## src/rtl/flow_regs.svh

```systemverilog
// Purpose: named constants for the program-flow core
// Assumes: included by bare name wherever a constant is needed
// Notes:   instruction layout and register offsets live only here
`ifndef FLOW_REGS_SVH
`define FLOW_REGS_SVH
// major opcodes, instruction bits 15:12
`define OP_LOAD_K   4'h0
`define OP_LOAD_R   4'h1
`define OP_ADD_K    4'h2
`define OP_ADD_R    4'h3
`define OP_SUB_K    4'h4
`define OP_SUB_R    4'h5
`define OP_IN_K     4'h6
`define OP_IN_R     4'h7
`define OP_OUT_K    4'h8
`define OP_OUT_R    4'h9
`define OP_JUMP     4'hA
`define OP_CALL     4'hB
`define OP_RETURN   4'hC
`define OP_RETI     4'hD
`define OP_INTCTL   4'hE
// instruction fields
`define FLD_OP      15:12
`define FLD_RX      11:8
`define FLD_RY      7:4
`define FLD_K       7:0
`define FLD_COND    10:8
`define FLD_EN      0
`define COND_TEST   2
`define COND_CARRY  1
`define COND_INV    0
// program counter
`define PC_RESET    8'h00
`define PC_STEP     8'h01
`define IRQ_VECTOR  8'hFF
// register bus map
`define ADDR_CTRL   8'h00
`define ADDR_STATUS 8'h04
`define CTRL_RUN    0
`define CTRL_RESET  1'b1
`define ST_PC       7:0
`define ST_ZERO     8
`define ST_CARRY    9
`define ST_IE       10
`define ST_SP       14:11
`endif

```

## src/rtl/flow_pkg.sv

```systemverilog
// Purpose: shared types of the program-flow core
// Assumes: nothing
// Notes:   apb request fields keep their published names
package flow_pkg;
  typedef enum logic {PH_FETCH, PH_EXEC} phase_t;
  typedef enum logic [2:0] {WB_NONE, WB_LOAD, WB_ADD, WB_SUB,
                            WB_IN, WB_OUT} wb_op_t;
  typedef struct packed {
    wb_op_t     op;
    logic       use_reg;
    logic [3:0] dest;
    logic [7:0] imm;
  } wb_t;
  typedef struct packed {
    logic        psel;
    logic        penable;
    logic        pwrite;
    logic [7:0]  paddr;
    logic [31:0] pwdata;
  } apb_req_t;
endpackage : flow_pkg

```

## src/rtl/small_mem.sv

```systemverilog
// Purpose: small synchronous memory, one write and one read port
// Assumes: one clock, clock enable freezes everything
// Notes:   no reset on purpose, contents survive a core reset
`timescale 1ns/1ps
module small_mem #(
  parameter int WIDTH = 8,
  parameter int DEPTH = 16,
  parameter int AW    = 4
) (
  input  wire logic             clk,
  input  wire logic             ce,
  input  wire logic             we,
  input  wire logic [AW-1:0]    waddr,
  input  wire logic [WIDTH-1:0] wdata,
  input  wire logic [AW-1:0]    raddr,
  output logic      [WIDTH-1:0] rdata_q
);
  logic [WIDTH-1:0] mem [DEPTH];
  wire              bypass = we && (waddr == raddr);

  // write-first read so a same-edge write is never seen stale
  always_ff @(posedge clk)
  begin
    if (ce)
    begin
      if (we)
        mem[waddr] <= wdata;
      rdata_q <= bypass ? wdata : mem[raddr];
    end
  end
endmodule : small_mem

```

## src/rtl/return_stack.sv

```systemverilog
// Purpose: cyclic return stack with registered top entry
// Assumes: push and pop never in the same cycle
// Notes:   full stack overwrites oldest entry, pointer only resets
`timescale 1ns/1ps
module return_stack #(
  parameter int DEPTH = 15
) (
  input  wire logic       clk,
  input  wire logic       rst_n,
  input  wire logic       ce,
  input  wire logic       push,
  input  wire logic       pop,
  input  wire logic [7:0] push_data,
  output logic      [7:0] top_q,
  output logic      [3:0] ptr_q
);
  localparam logic [3:0] LAST = 4'(DEPTH - 1);
  localparam logic [3:0] ONE  = 4'h1;
  wire [3:0] ptr_up   = (ptr_q == LAST) ? 4'h0 : ptr_q + ONE;
  wire [3:0] ptr_down = (ptr_q == 4'h0) ? LAST : ptr_q - ONE;

  // pointer wraps both ways; no instruction can set it
  always_ff @(posedge clk or negedge rst_n)
  begin
    if (!rst_n)
      ptr_q <= 4'h0;
    else if (ce && push)
      ptr_q <= ptr_up;
    else if (ce && pop)
      ptr_q <= ptr_down;
  end

  // top is read from the old pointer, settles one edge after a change
  small_mem #(.WIDTH(8), .DEPTH(DEPTH), .AW(4)) store (
    .clk     (clk),
    .ce      (ce),
    .we      (push),
    .waddr   (ptr_q),
    .wdata   (push_data),
    .raddr   (ptr_down),
    .rdata_q (top_q)
  );
endmodule : return_stack

```

## src/rtl/tiny_mcu_program_flow.sv

```systemverilog
// Purpose: program-flow and port core of a tiny 8-bit controller
// Assumes: synchronous program store, user port logic on ref_clk
// Notes:   data ops finish in the fetch half of the next instruction, IN writes its register one cycle later
`timescale 1ns/1ps
`include "flow_regs.svh"
module tiny_mcu_program_flow
  import flow_pkg::*;
#(
  parameter int STACK_DEPTH = 15,
  parameter int REG_COUNT   = 16
) (
  input  wire logic        ref_clk,
  input  wire logic        rst_n,
  input  wire logic        ce,
  output logic      [7:0]  program_location,
  input  wire logic [15:0] instruction,
  output logic      [7:0]  port_select_bus,
  output logic      [7:0]  out_data,
  input  wire logic [7:0]  in_data,
  output logic             write_pulse,
  output logic             read_pulse,
  input  wire logic        irq,
  input  wire apb_req_t    apb_req,
  output logic      [31:0] prdata,
  output logic             pready,
  output logic             pslverr
);
  phase_t      ph_q;
  logic [7:0]  pc_q;
  logic        zero_q, carry_q, ie_q, saved_zero_q, saved_carry_q;
  logic        irq_meta_q, irq_sync_q;
  wb_t         wb_q, wb_d;
  logic        in_pend_q;
  logic [3:0]  in_dest_q;
  logic [7:0]  port_sel_q, out_q;
  logic        wr_stb_q, rd_stb_q;
  logic        run_q;
  logic [31:0] prdata_q;
  logic        pready_q, pslverr_q;
  logic [7:0]  rx_data, ry_data, top;
  logic [3:0]  sp;

  // instruction fields, meaningful in the execute half only
  wire        exec    = (ph_q == PH_EXEC);
  wire [3:0]  op      = instruction[`FLD_OP];
  wire [2:0]  cond    = instruction[`FLD_COND];
  wire [7:0]  target  = instruction[`FLD_K];
  wire        en_bit  = instruction[`FLD_EN];
  wire        flag    = cond[`COND_CARRY] ? carry_q : zero_q;
  wire        cond_ok = !cond[`COND_TEST] ||
                        (flag ^ cond[`COND_INV]);

  // decoded control transfers; an interrupt replaces the instruction
  wire irq_take  = exec && ie_q && irq_sync_q;
  wire normal    = exec && !irq_take;
  wire jump_take = normal && (op == `OP_JUMP) && cond_ok;
  wire call_take = normal && (op == `OP_CALL) && cond_ok;
  wire ret_take  = normal && (op == `OP_RETURN) && cond_ok;
  wire reti      = normal && (op == `OP_RETI);
  wire intctl    = normal && (op == `OP_INTCTL);
  wire push      = call_take || irq_take;
  wire pop       = ret_take || reti;

  // next location: vector, target, popped entry (plus one on return), or plain increment
  wire [7:0] pc_d = irq_take                ? `IRQ_VECTOR :
                    (jump_take || call_take) ? target :
                    ret_take                 ? top + `PC_STEP :
                    reti                     ? top :
                                               pc_q + `PC_STEP;

  // write-back stage works on the instruction latched last execute
  wire [7:0] opb     = wb_q.use_reg ? ry_data : wb_q.imm;
  wire [8:0] sum     = {1'b0, rx_data} + {1'b0, opb};
  wire [8:0] diff    = {1'b0, rx_data} - {1'b0, opb};
  wire       wb_act  = (ph_q == PH_FETCH);
  wire       is_add  = wb_act && (wb_q.op == WB_ADD);
  wire       is_sub  = wb_act && (wb_q.op == WB_SUB);
  wire       alu_we  = wb_act && (wb_q.op == WB_LOAD || is_add ||
                                  is_sub);
  wire [7:0] alu_res = is_add ? sum[7:0] : is_sub ? diff[7:0] : opb;
  wire       rf_we   = alu_we || in_pend_q;
  wire [3:0] rf_wa   = in_pend_q ? in_dest_q : wb_q.dest;
  wire [7:0] rf_wd   = in_pend_q ? in_data : alu_res;

  // data-op decode for the write-back stage
  always_comb
  begin
    wb_d         = '0;
    wb_d.op      = WB_NONE;
    wb_d.use_reg = op[0];
    wb_d.dest    = instruction[`FLD_RX];
    wb_d.imm     = instruction[`FLD_K];
    if (normal)
    begin
      case (op)
        `OP_LOAD_K, `OP_LOAD_R: wb_d.op = WB_LOAD;
        `OP_ADD_K, `OP_ADD_R:   wb_d.op = WB_ADD;
        `OP_SUB_K, `OP_SUB_R:   wb_d.op = WB_SUB;
        `OP_IN_K, `OP_IN_R:     wb_d.op = WB_IN;
        `OP_OUT_K, `OP_OUT_R:   wb_d.op = WB_OUT;
        default:                wb_d.op = WB_NONE;
      endcase
    end
  end

  // register bus decode
  wire apb_go   = apb_req.psel && apb_req.penable && !pready_q;
  wire hit_ctrl = (apb_req.paddr == `ADDR_CTRL);
  wire hit_stat = (apb_req.paddr == `ADDR_STATUS);
  logic [31:0] status;
  always_comb
  begin
    status              = '0;
    status[`ST_PC]      = pc_q;
    status[`ST_ZERO]    = zero_q;
    status[`ST_CARRY]   = carry_q;
    status[`ST_IE]      = ie_q;
    status[`ST_SP]      = sp;
  end
  wire [31:0] rd_word = hit_ctrl ? {31'h0, run_q} :
                        hit_stat ? status : 32'h0;

  // two operand reads keyed by the fetched word, both read ports alike
  small_mem #(.WIDTH(8), .DEPTH(REG_COUNT), .AW(4)) bank_x (
    .clk     (ref_clk),
    .ce      (ce),
    .we      (rf_we),
    .waddr   (rf_wa),
    .wdata   (rf_wd),
    .raddr   (instruction[`FLD_RX]),
    .rdata_q (rx_data)
  );
  small_mem #(.WIDTH(8), .DEPTH(REG_COUNT), .AW(4)) bank_y (
    .clk     (ref_clk),
    .ce      (ce),
    .we      (rf_we),
    .waddr   (rf_wa),
    .wdata   (rf_wd),
    .raddr   (instruction[`FLD_RY]),
    .rdata_q (ry_data)
  );

  // cyclic stack, fifteen entries
  return_stack #(.DEPTH(STACK_DEPTH)) stack (
    .clk       (ref_clk),
    .rst_n     (rst_n),
    .ce        (ce),
    .push      (push),
    .pop       (pop),
    .push_data (pc_q),
    .top_q     (top),
    .ptr_q     (sp)
  );

  // irq is foreign to this clock, so it passes two flops first
  always_ff @(posedge ref_clk or negedge rst_n)
  begin
    if (!rst_n)
    begin
      irq_meta_q <= 1'b0;
      irq_sync_q <= 1'b0;
    end
    else if (ce)
    begin
      irq_meta_q <= irq;
      irq_sync_q <= irq_meta_q;
    end
  end

  // phase and counter: fetch waits here while software halts the core
  always_ff @(posedge ref_clk or negedge rst_n)
  begin
    if (!rst_n)
    begin
      ph_q <= PH_FETCH;
      pc_q <= `PC_RESET;
    end
    else if (ce)
    begin
      case (ph_q)
        PH_FETCH: if (run_q) ph_q <= PH_EXEC;
        PH_EXEC:
        begin
          ph_q <= PH_FETCH;
          pc_q <= pc_d;
        end
        default: ph_q <= PH_FETCH;
      endcase
    end
  end

  // flags: only data ops, irq entry, irq exit and the intctl op touch them
  always_ff @(posedge ref_clk or negedge rst_n)
  begin
    if (!rst_n)
    begin
      zero_q        <= 1'b0;
      carry_q       <= 1'b0;
      saved_zero_q  <= 1'b0;
      saved_carry_q <= 1'b0;
      ie_q          <= 1'b0;
    end
    else if (ce)
    begin
      if (is_add || is_sub)
      begin
        zero_q  <= (alu_res == 8'h00);
        carry_q <= is_add ? sum[8] : diff[8];
      end
      if (irq_take)
      begin
        saved_zero_q  <= zero_q;
        saved_carry_q <= carry_q;
        ie_q          <= 1'b0;
      end
      else if (reti)
      begin
        zero_q  <= saved_zero_q;
        carry_q <= saved_carry_q;
        ie_q    <= en_bit;
      end
      else if (intctl)
        ie_q <= en_bit;
    end
  end

  // write-back slot is consumed once, so a halt cannot repeat it
  always_ff @(posedge ref_clk or negedge rst_n)
  begin
    if (!rst_n)
    begin
      wb_q      <= '0;
      in_pend_q <= 1'b0;
      in_dest_q <= 4'h0;
    end
    else if (ce)
    begin
      wb_q      <= exec ? wb_d : '0;
      in_pend_q <= wb_act && (wb_q.op == WB_IN);
      in_dest_q <= wb_q.dest;
    end
  end

  // port side: select and data settle with the strobe, one-cycle pulses
  always_ff @(posedge ref_clk or negedge rst_n)
  begin
    if (!rst_n)
    begin
      port_sel_q <= 8'h00;
      out_q      <= 8'h00;
      wr_stb_q   <= 1'b0;
      rd_stb_q   <= 1'b0;
    end
    else if (ce)
    begin
      wr_stb_q <= wb_act && (wb_q.op == WB_OUT);
      rd_stb_q <= wb_act && (wb_q.op == WB_IN);
      if (wb_act && (wb_q.op == WB_OUT || wb_q.op == WB_IN))
        port_sel_q <= opb;
      if (wb_act && (wb_q.op == WB_OUT))
        out_q <= rx_data;
    end
  end

  // apb slave, one wait state; unmapped offsets answer with pslverr
  always_ff @(posedge ref_clk or negedge rst_n)
  begin
    if (!rst_n)
    begin
      run_q     <= `CTRL_RESET;
      prdata_q  <= 32'h0;
      pready_q  <= 1'b0;
      pslverr_q <= 1'b0;
    end
    else if (ce)
    begin
      pready_q  <= apb_go;
      pslverr_q <= apb_go && !hit_ctrl && !hit_stat;
      if (apb_go && !apb_req.pwrite)
        prdata_q <= rd_word;
      if (apb_go && apb_req.pwrite && hit_ctrl)
        run_q <= apb_req.pwdata[`CTRL_RUN];
    end
  end

  assign program_location = pc_q;
  assign port_select_bus  = port_sel_q;
  assign out_data         = out_q;
  assign write_pulse      = wr_stb_q;
  assign read_pulse       = rd_stb_q;
  assign prdata           = prdata_q;
  assign pready           = pready_q;
  assign pslverr          = pslverr_q;
endmodule : tiny_mcu_program_flow

```

## config.mk

```make
export PLATFORM = sky130hd
export DESIGN_NAME = tiny_mcu_program_flow
export DESIGN_NICKNAME = d
export VERILOG_FILES = /design/src/rtl/flow_pkg.sv /design/src/rtl/small_mem.sv /design/src/rtl/return_stack.sv /design/src/rtl/tiny_mcu_program_flow.sv
export VERILOG_INCLUDE_DIRS = /design/src /design/src/rtl
export SDC_FILE = /design/constraint.sdc
export NUM_CORES = 1
export LEC_CHECK = 0
export BUFFER_PORTS_ARGS = -buffer_cell sky130_fd_sc_hd__buf_2
export CORE_MARGIN = 2
export CORE_UTILIZATION = 60
export DETAILED_ROUTE_END_ITERATION = 8
export PLACE_DENSITY = 0.8
export SYNTH_ARGS = -nofsm -noshare
export SYNTH_HDL_FRONTEND = slang
export SYNTH_SLANG_ARGS = --single-unit
```

## constraint.sdc

```tcl
create_clock -name ref_clk -period 4.2 [get_ports ref_clk]
set_input_delay 0.21 -clock ref_clk [delete_from_list [all_inputs] [get_ports ref_clk]]
set_output_delay 0.21 -clock ref_clk [all_outputs]
set_load 0.05 [all_outputs]
```

After elaboration in Yosys (flattened, before gate mapping)
Memory sizes are Yosys's and may differ from the RTL's. A register that Yosys moved wholly into a read port is not among the register bits.
Index checks and enable logic that the tools add are counted.
W data, S select, Z words.
Storage, ports and cells
  bits in registers: 93
  RAM bits: 376
  ROM bits: 48
  bits of input ports: 71
  output and inout bits: 60
  word-level logic and storage cells: 136
  memories: 4
Memory list
  bank_x.mem: words 16, width 8, read ports 1, clocked after Yosys merged registers in 1, write ports 1, line small_mem.sv:18  | logic [WIDTH-1:0] mem [DEPTH];
  bank_y.mem: words 16, width 8, read ports 1, clocked after Yosys merged registers in 1, write ports 1, line small_mem.sv:18
  stack.store.mem: words 15, width 8, read ports 1, clocked after Yosys merged registers in 1, write ports 1, line small_mem.sv:18
  (no name shown): words 16, width 3, read ports 1, clocked after Yosys merged registers in 0, write ports 0, line tiny_mcu_program_flow.sv:95  | case (op)
Cells by class
  add/subtract/negate cells: 6
  equality and inequality tests: 12
  muxes and demuxes: 36
  bitwise gates (word level): 2
  reductions and logical operators: 53
Operator list (count)
  $mux W8: 8
  $mux W15: 2
  $logic_and A1 B1 Y1: 26
  $eq A4 B4 Y1 const B: 6
  $mux W4: 5
  $mux W1: 18
  $add A8 B1 Y8 const B: 2
  $logic_not A8 Y1: 2
  $mux W16: 1
  $reduce_and A2 Y1: 7
  $add A8 B8 Y9: 1
  $logic_or A1 B1 Y1: 9
  $sub A8 B8 Y9: 1
  $eq A8 B3 Y1 const B: 1
  $eq A3 B2 Y1 const B: 2
  $eq A3 B3 Y1 const B: 2
  $logic_not A1 Y1: 6
  $add A4 B1 Y4 const B: 1
  $logic_not A4 Y1: 1
  $sub A4 B1 Y4 const B: 1
  $eq A3 B1 Y1 const B: 1
  $mux W3: 1
  $reduce_bool A3 Y1: 1
  $pmux W1 S2: 1
  other kinds (3): 3

Longest topological paths before layout
Gate-level depths: netlist (run 1).
  depth in word-level cells: 10
  depth in mapped cells: 12
  gate-level depth less buffers: 11

Modules after synthesis
A second synthesis (run 1) with hierarchy kept.
Unflattened totals
  cell total of the unflattened synthesis: 1318
  area, all modules: 21152.8 µm²
By module, submodules not included
  small_mem (bank_x): times used 1, cells an instance 244, area each 5465.2 µm², sequential area each 4083.9 µm²
  small_mem (bank_y): times used 1, cells an instance 245, area each 5461.5 µm², sequential area each 4083.9 µm²
  small_mem (stack.store): times used 1, cells an instance 268, area each 5148.7 µm², sequential area each 3843.7 µm²
  tiny_mcu_program_flow: times used 1, cells an instance 520, area each 4717.0 µm², sequential area each 1803.0 µm²
  return_stack: times used 1, cells an instance 41, area each 360.3 µm², sequential area each 100.1 µm²

Worst setup path after synthesis (run 1)
No wires, ideal clock.
  path kind: register to register
  start point: reg wb_q[12] (netlist name)
  end point: reg bank_y.rdata_q[5] (read register of bank_y.mem) (data pin)
  library setup time: 260 ps
  arrival: 2952 ps
  required time: 3940 ps
  slack: 988 ps
  stages on the path, launching flop included: 12
  path buffers: 1
  period minus slack after synthesis: 3212 ps
  cells stage by stage: dfrtp_1 -> buf_2 -> nand2_1 -> a21boi_0 -> inv_1 -> ha_1 -> or2_1 -> o211a_1 -> mux2_1 -> a211oi_1 -> a21oi_1 -> mux2_2
RTL lines
  end: declaration: line small_mem.sv:16  | output logic [WIDTH-1:0] rdata_q

==> results.py, run 1 <==
metrics = {
    "setup_path": {
        "critPathKind": "register to register",
        "crit_slowest_cell": "dfrtp_1",
        "crit_chain": "inv_1, a21boi_0, buf_4, inv_1, ha_1, or2_1, o211a_1, mux2_1, a211oi_1, a21oi_1, buf_4, mux2_2",
        "startpoint_type": "register",
        "worstSetupEndpointType": "register",
        "ff2ff_path_depth": 12,
        "path_max_fanout": 18,
        "required_ns": 4.47,
        "cp_slowest_stage_delay_ns": 0.59,
        "cp.arrival_ns": 3.67,
    },
    "power_and_ir_drop": {
        "swShare": 0.233,
        "p_per_area_nw_per_um2": 404,
        "leakage_nw": 6.99,
        "peakVddDrop_v": 0.000353,
        "seqPwrFrac": 0.505,
        "switching_power_mw": 1.77,
        "clockPowerShare": 0.418,
        "intPower_mw": 5.84,
        "p_total_mw": 7.62,
        "p_comb_frac": 0.078,
    },
    "synth": {
        "synth_compound_gate_area_share": 0.0787,
        "synth_edf_count": 272,
        "yosys.area_share.simple": 0.0711,
        "synthAdderAreaFrac": 0.0226,
        "synth_area_per_cell_um2": 14.8,
        "yosys-top-cells-count": "272 x edfxtp_1, 99 x mux4_2, 85 x nand2_1",
        "synth_top_flop_cell": "edfxtp_1",
        "ys_top_cells_by_area": "edfxtp_1 49%, mux4_2 13%, dfrtp_1 11%",
        "async_flop_share": 0.218,
        "yosysMostFrequentCell": "edfxtp_1",
        "ys_warn_count": 0,
        "ys_types": 81,
        "yosysTopAreaCellShare": 0.488,
        "yosys.area.top_type": "edfxtp_1",
        "syn_inst": 1133,
        "netlist_area_um2": 16700,
        "ys_ff_latch": 348,
        "synth_top_family_by_area": "multiplexers",
        "muxShareOfSynthArea": 0.177,
        "seq_area_frac_synth": 0.602,
        "synth_xor_area_frac": 0.0105,
    },
    "min_path": {
        "hp-class": "input port to register",
        "min_path_cells": 3,
    },
    "place": {
        "io_buffers": 82,
        "dp_hpwl_mm": 25.1,
        "pre_cts_slack_ns": 0.831,
        "gp_congestion": 0.864,
        "dp.cells": 1576,
    },
    "layout": {
        "synthToLayoutAreaGrowth_pct": 12.8,
        "nets": 1344,
        "drive_above_1_share": 0.265,
        "diodes": 0,
        "instances_no_fill": 1648,
        "finish.utilization": 0.683,
    },
    "status": {
        "outcome": "finished, final reports clean",
    },
    "clocking": {
        "cts_root_buffer": "clkbuf_16",
        "cts_made_buffers": 36,
        "cts.sinks": 348,
        "cts_tree": "built",
        "clk_latency_ns": 0.54,
        "ctsResizeCount": 0,
        "cts_setup_buffers": 0,
        "h-tree-depth": 2,
        "clockBufferDepth": 3,
        "path_clk_slew_ns": 0.07,
    },
    "floorplanning": {
        "coreArea_um2": 27600,
        "die_area_um2": 29200,
        "io_pins": 131,
        "start_util": 0.606,
        "placementRows": 61,
        "die_h_um": 171,
        "fp.dieW_um": 171,
    },
    "detailed_routing": {
        "vias": 10500,
        "vias_per_cell": 6.39,
        "drc": 0,
        "drt-initial-drc-count": 1167,
        "drt_wl_total_mm": 39.4,
        "ant_nets": 0,
        "wl_per_cell_um": 23.9,
        "dr.pass1.iters": 5,
    },
    "sta": {
        "relSlewSlack": 0.153,
        "setup_tns_ns": 0,
        "finalWorstSetupSlack_ns": 0.798,
        "timing.final.crit_share": 0.810,
        "period_minus_slack_ns": 3.40,
        "fmax_mhz": 294,
        "hold_viol_final": 0,
        "setup_viol": 0,
        "maxSlewViolCount": 0,
        "rsz0062_at_grt": "false",
        "fin_skew_ns": 0.0288,
        "worst_slew_pin_slew_ns": 1.26,
    },
    "global_routing": {
        "grt_start_max_net_pins": 77,
        "antenna_found_initial": 1,
        "grt_util_all_layers": 0.276,
        "busiest_layer": "met2",
        "use_met1": 0.386,
        "gr-total-overflow": 0,
        "use_met2": 0.441,
        "grt_pass1_wl_mm": 60.3,
        "grt_pass1_vias": 10300,
        "grt_use_met3": 0.0578,
    },
    "job": {
        "max_cap_violations": 0,
    },
}
final timing paths:
kind / slack (ns) / startpoint / to
worst min register to register: 0.49 / prdata[0]$_DFFE_PN0P_ / prdata[0]$_DFFE_PN0P_
worst max register to register: 0.80 / wb_q[12]$_DFFE_PN0P_ / bank_y.rdata_q[5]$_DFFE_PP_
min in group asynchronous: 0.39 / rst_n / port_select_bus[2]$_DFFE_PN0P_
worst min-delay path: 0.01 / instruction[0] / program_location[0]$_DFFE_PN0P_
worst max-delay path: 0.80 / wb_q[12]$_DFFE_PN0P_ / bank_y.rdata_q[5]$_DFFE_PP_
max in group asynchronous: 3.17 / rst_n / wb_q[5]$_DFFE_PN0P_
final cells by class:
class | instances | area [um2]
Sequential cell | 348 | 10100
Clock buffer | 43 | 937
Clock inverter | 21 | 236
Timing Repair Buffer | 138 | 878
Inverter | 47 | 176
Fill cell | 1842 | 8760
Multi-Input combinational cell | 673 | 6090
Tap cell | 378 | 473
cell families (layout without fill, tap and decap cells):
logic type	count (synthesis)	after routing
XOR/XNOR	20	20
AO/OA/AOI/OAI	196	196
multiplexers	160	160
flip-flops	348	348
other	1	17
adder cells (fa/ha/maj)	29	29
AND/OR/NAND/NOR	251	251
buffers and inverters	128	249
critical path, delay by kind of cell (launching register included):
| family | cells | cell delay [ns] |
|---|---|---|
| buffers and inverters | 4 | 0.60 |
| multiplexers | 2 | 0.61 |
| AO/OA/AOI/OAI | 4 | 0.92 |
| AND/OR/NAND/NOR | 1 | 0.20 |
| flip-flops | 1 | 0.59 |
| adder cells (fa/ha/maj) | 1 | 0.22 |
sequential cells by signal, indices dropped and copies added (netlist names), 4 cells and up:
signal               count
wb_q                    16
bank_y.rdata_q           8
stack.store.rdata_q      8
stack.store.mem        120
in_dest_q                4
port_select_bus          8
out_data                 8
stack.ptr_q              4
program_location         8
bank_x.rdata_q           8
bank_y.mem             128
prdata                  15
cell usage in the layout, fill, tap and decap left out, drive strengths merged, types with 29 or more instances in the layout:
| master | instances |
|---|---|
| mux2 | 32 |
| a21oi | 29 |
| clkbuf | 43 |
| buf | 130 |
| o21ai | 59 |
| inv | 50 |
| mux4 | 102 |
| dfrtp | 75 |
| nor2 | 70 |
| nand2 | 86 |
| edfxtp | 272 |
layer usage:
| metal | up-vias | routed length [um] |
|---|---|---|
| met5 | - | 12 |
| met4 | 2 | 1140 |
| met3 | 88 | 3910 |
| met2 | 592 | 18800 |
| met1 | 5268 | 15500 |
| li1 | 4585 | - |
power groups by stage:
stage | Clock, mW | Combinational, mW | Sequential [mW]
floorplan | 0 | 0.339 | 3.97
CTS | 3.22 | 0.587 | 3.84
detailed placement | 0 | 0.577 | 3.91
global placement | 0 | 0.566 | 3.91
finish | 3.18 | 0.591 | 3.84
global route | 3.35 | 0.636 | 3.85
repair_timing:
action | in CTS | in global routing
hold endpoints to repair | 83 | 0
hold buffers | 8 | 0
endpoints found under the setup margin | 0 | 0
per-stage QoR:
step                hold slack, ns  area [um2]
floorplan                  -0.0856       16800
global placement             0.417       17600
detailed placement           0.420       17600
CTS                        0.00412       18900
global route                0.0262       18900
finish                      0.0128       18900
(Power assumes the default switching activity.)
==> run 2, diff against run 1 <==
==> constraint.sdc (replaced) <==
create_clock -name ref_clk -period 3.32 [get_ports ref_clk]
set_input_delay 0.166 -clock ref_clk [delete_from_list [all_inputs] [get_ports ref_clk]]
set_output_delay 0.166 -clock ref_clk [all_outputs]
set_load 0.05 [all_outputs]
==> results.py, run 2 (synthesized netlist as in run 1, its figures left out) <==
metrics = {
    "global_routing": {
        "grt_start_max_net_pins": 77,
        "antenna_found_initial": 4,
        "grt_pass1_wl_mm": 62.5,
        "gr-total-overflow": 0,
        "grt_pass1_vias": 10700,
        "grt_util_all_layers": 0.286,
    },
    "detailed_routing": {
        "ant_nets": 0,
        "vias_per_cell": 6.48,
        "drt-initial-drc-count": 1429,
        "drt_wl_total_mm": 41.1,
        "dr.pass1.iters": 6,
        "vias": 11000,
        "drc": 0,
        "wl_per_cell_um": 24.3,
    },
    "place": {
        "io_buffers": 82,
        "dp_hpwl_mm": 26.4,
        "gp_congestion": 0.906,
    },
    "layout": {
        "synthToLayoutAreaGrowth_pct": 14.7,
        "layout_common_cells": "272 x edfxtp_1, 99 x mux4_2, 85 x nand2_1, 85 x buf_4, 81 x buf_2",
        "largest_reg_flops": 128,
        "nets": 1388,
        "drive_above_1_share": 0.288,
        "layout_commonest_cell": "edfxtp_1",
        "largest_register": "bank_y.mem",
        "top_regs": "bank_y.mem (128), stack.store.mem (120), wb_q (16)",
    },
    "power_and_ir_drop": {
        "p_per_area_nw_per_um2": 497,
        "p_total_mw": 9.53,
        "leakage_nw": 7.14,
        "peakVddDrop_v": 0.000366,
    },
    "floorplanning": {
        "io_pins": 131,
        "die_area_um2": 29200,
        "placementRows": 61,
        "fp.dieW_um": 171,
        "die_h_um": 171,
        "coreArea_um2": 27600,
        "start_util": 0.606,
    },
    "sta": {
        "setup_tns_ns": 0,
        "timing.final.crit_share": 0.942,
        "fin_skew_ns": 0.0353,
        "hold_viol_final": 0,
        "period_minus_slack_ns": 3.13,
        "worst_slew_pin_slew_ns": 0.989,
        "rsz0062_at_grt": "false",
        "maxSlewViolCount": 0,
        "setup_viol": 0,
        "relSlewSlack": 0.341,
        "fmax_mhz": 320,
    },
    "setup_path": {
        "path_max_fanout": 8,
        "cp.arrival_ns": 3.35,
        "worstSetupEndpointType": "register",
        "required_ns": 3.54,
        "startpoint_type": "register",
        "critPathKind": "register to register",
    },
    "clocking": {
        "path_clk_slew_ns": 0.06,
        "cts_root_buffer": "clkbuf_16",
        "h-tree-depth": 2,
        "clockBufferDepth": 3,
        "cts_made_buffers": 37,
        "cts.sinks": 348,
        "clk_latency_ns": 0.55,
        "cts_tree": "built",
    },
    "min_path": {
        "hp-class": "input port to register",
    },
    "status": {
        "outcome": "finished, final reports clean",
    },
    "job": {
        "max_cap_violations": 0,
    },
}
## run 2: changes by cell type in the layout (fill, tap and decap cells not counted), sizes merged
| cell | delta |
|---|---|
| clkinvlp | +7 |
| bufinv | -3 |
| clkbuf | +8 |
| inv | -5 |
| diode | +1 |
| buf | +37 |
| clkinv | -4 |
| dlygate4sd3 | +4 |
## run 2: final cells by class
cell class / instances / area, um2
repair buffers: 179 / 1180
clock inverters: 14 / 120
diodes: 1 / 2.50
multi-input cells: 673 / 6130
clock buffers: 51 / 1010
flip-flops and latches: 348 / 10100
inverters: 47 / 184
repair inverters: 2 / 15.0
well taps: 378 / 473
fillers: 1714 / 8430
## run 2: per-layer routing
layer	vias to the layer above	part of all wire	wire length, um	global-route usage
met5	-	0.00092	38	0
met4	6	0.040	1640	0.113
met3	134	0.10	4250	0.0608
met2	731	0.46	19100	0.446
met1	5424	0.39	16100	0.398
li1	4668	-	-	-
## run 2: through the flow
stage	std cells	worst slack [ns]	instance area, um2	util	hold slack [ns]
floorplan	1149	0.108	16800	-	-0.130
global placement	1613	0.0916	17900	0.647	0.373
detailed placement	1613	0.00528	17900	0.647	0.377
CTS	1690	0.0206	19100	0.692	0.00406
global route	1692	0.0106	19200	0.695	0.0336
finish	1693	0.192	19200	0.695	0.0309
## run 2: what timing repair did
item,CTS,global route
setup buffers,0,0
gates cloned,0,2
pin swaps,0,1
endpoints found under the hold margin,88,0
gates resized for setup,1,12
endpoints found under the setup margin,9,36
hold buffers,12,0
## run 2: worst max-delay path, cell delays in order, from the launching register on
cell and delay [ns]:
dfrtp_2 0.46, nand2_1 0.08, o21ai_0 0.13, buf_4 0.18, ha_1 0.22, fa_1 0.38, nor2b_1 0.15, o21ai_0 0.22
o211ai_1 0.18, mux2i_1 0.17, o41ai_2 0.23, buf_4 0.23, clkinvlp_4 0.19
## run 2: path summary, 6_finish.rpt
kind / slack, ns / cells past startpoint / end / from
worst max-delay path: 0.19 / 12 / bank_y.mem[13][6]$_DFFE_PP_ / wb_q[12]$_DFFE_PN0P_
worst min-delay path: 0.03 / 3 / wb_q[14]$_DFFE_PN0P_ / instruction[15]
worst max register to register: 0.19 / 12 / bank_y.mem[13][6]$_DFFE_PP_ / wb_q[12]$_DFFE_PN0P_
worst min register to register: 0.49 / 2 / out_data[0]$_DFFE_PN0P_ / out_data[0]$_DFFE_PN0P_
max in group asynchronous: 2.26 / 2 / wb_q[12]$_DFFE_PN0P_ / rst_n
min in group asynchronous: 0.35 / 2 / port_select_bus[4]$_DFFE_PN0P_ / rst_n
## run 2: report_power, final
group / switching [mW] / internal [mW]
Clock: 1.67 / 2.22
Combinational: 0.523 / 0.286
Sequential: 0.0601 / 4.78
Total: 2.25 / 7.28
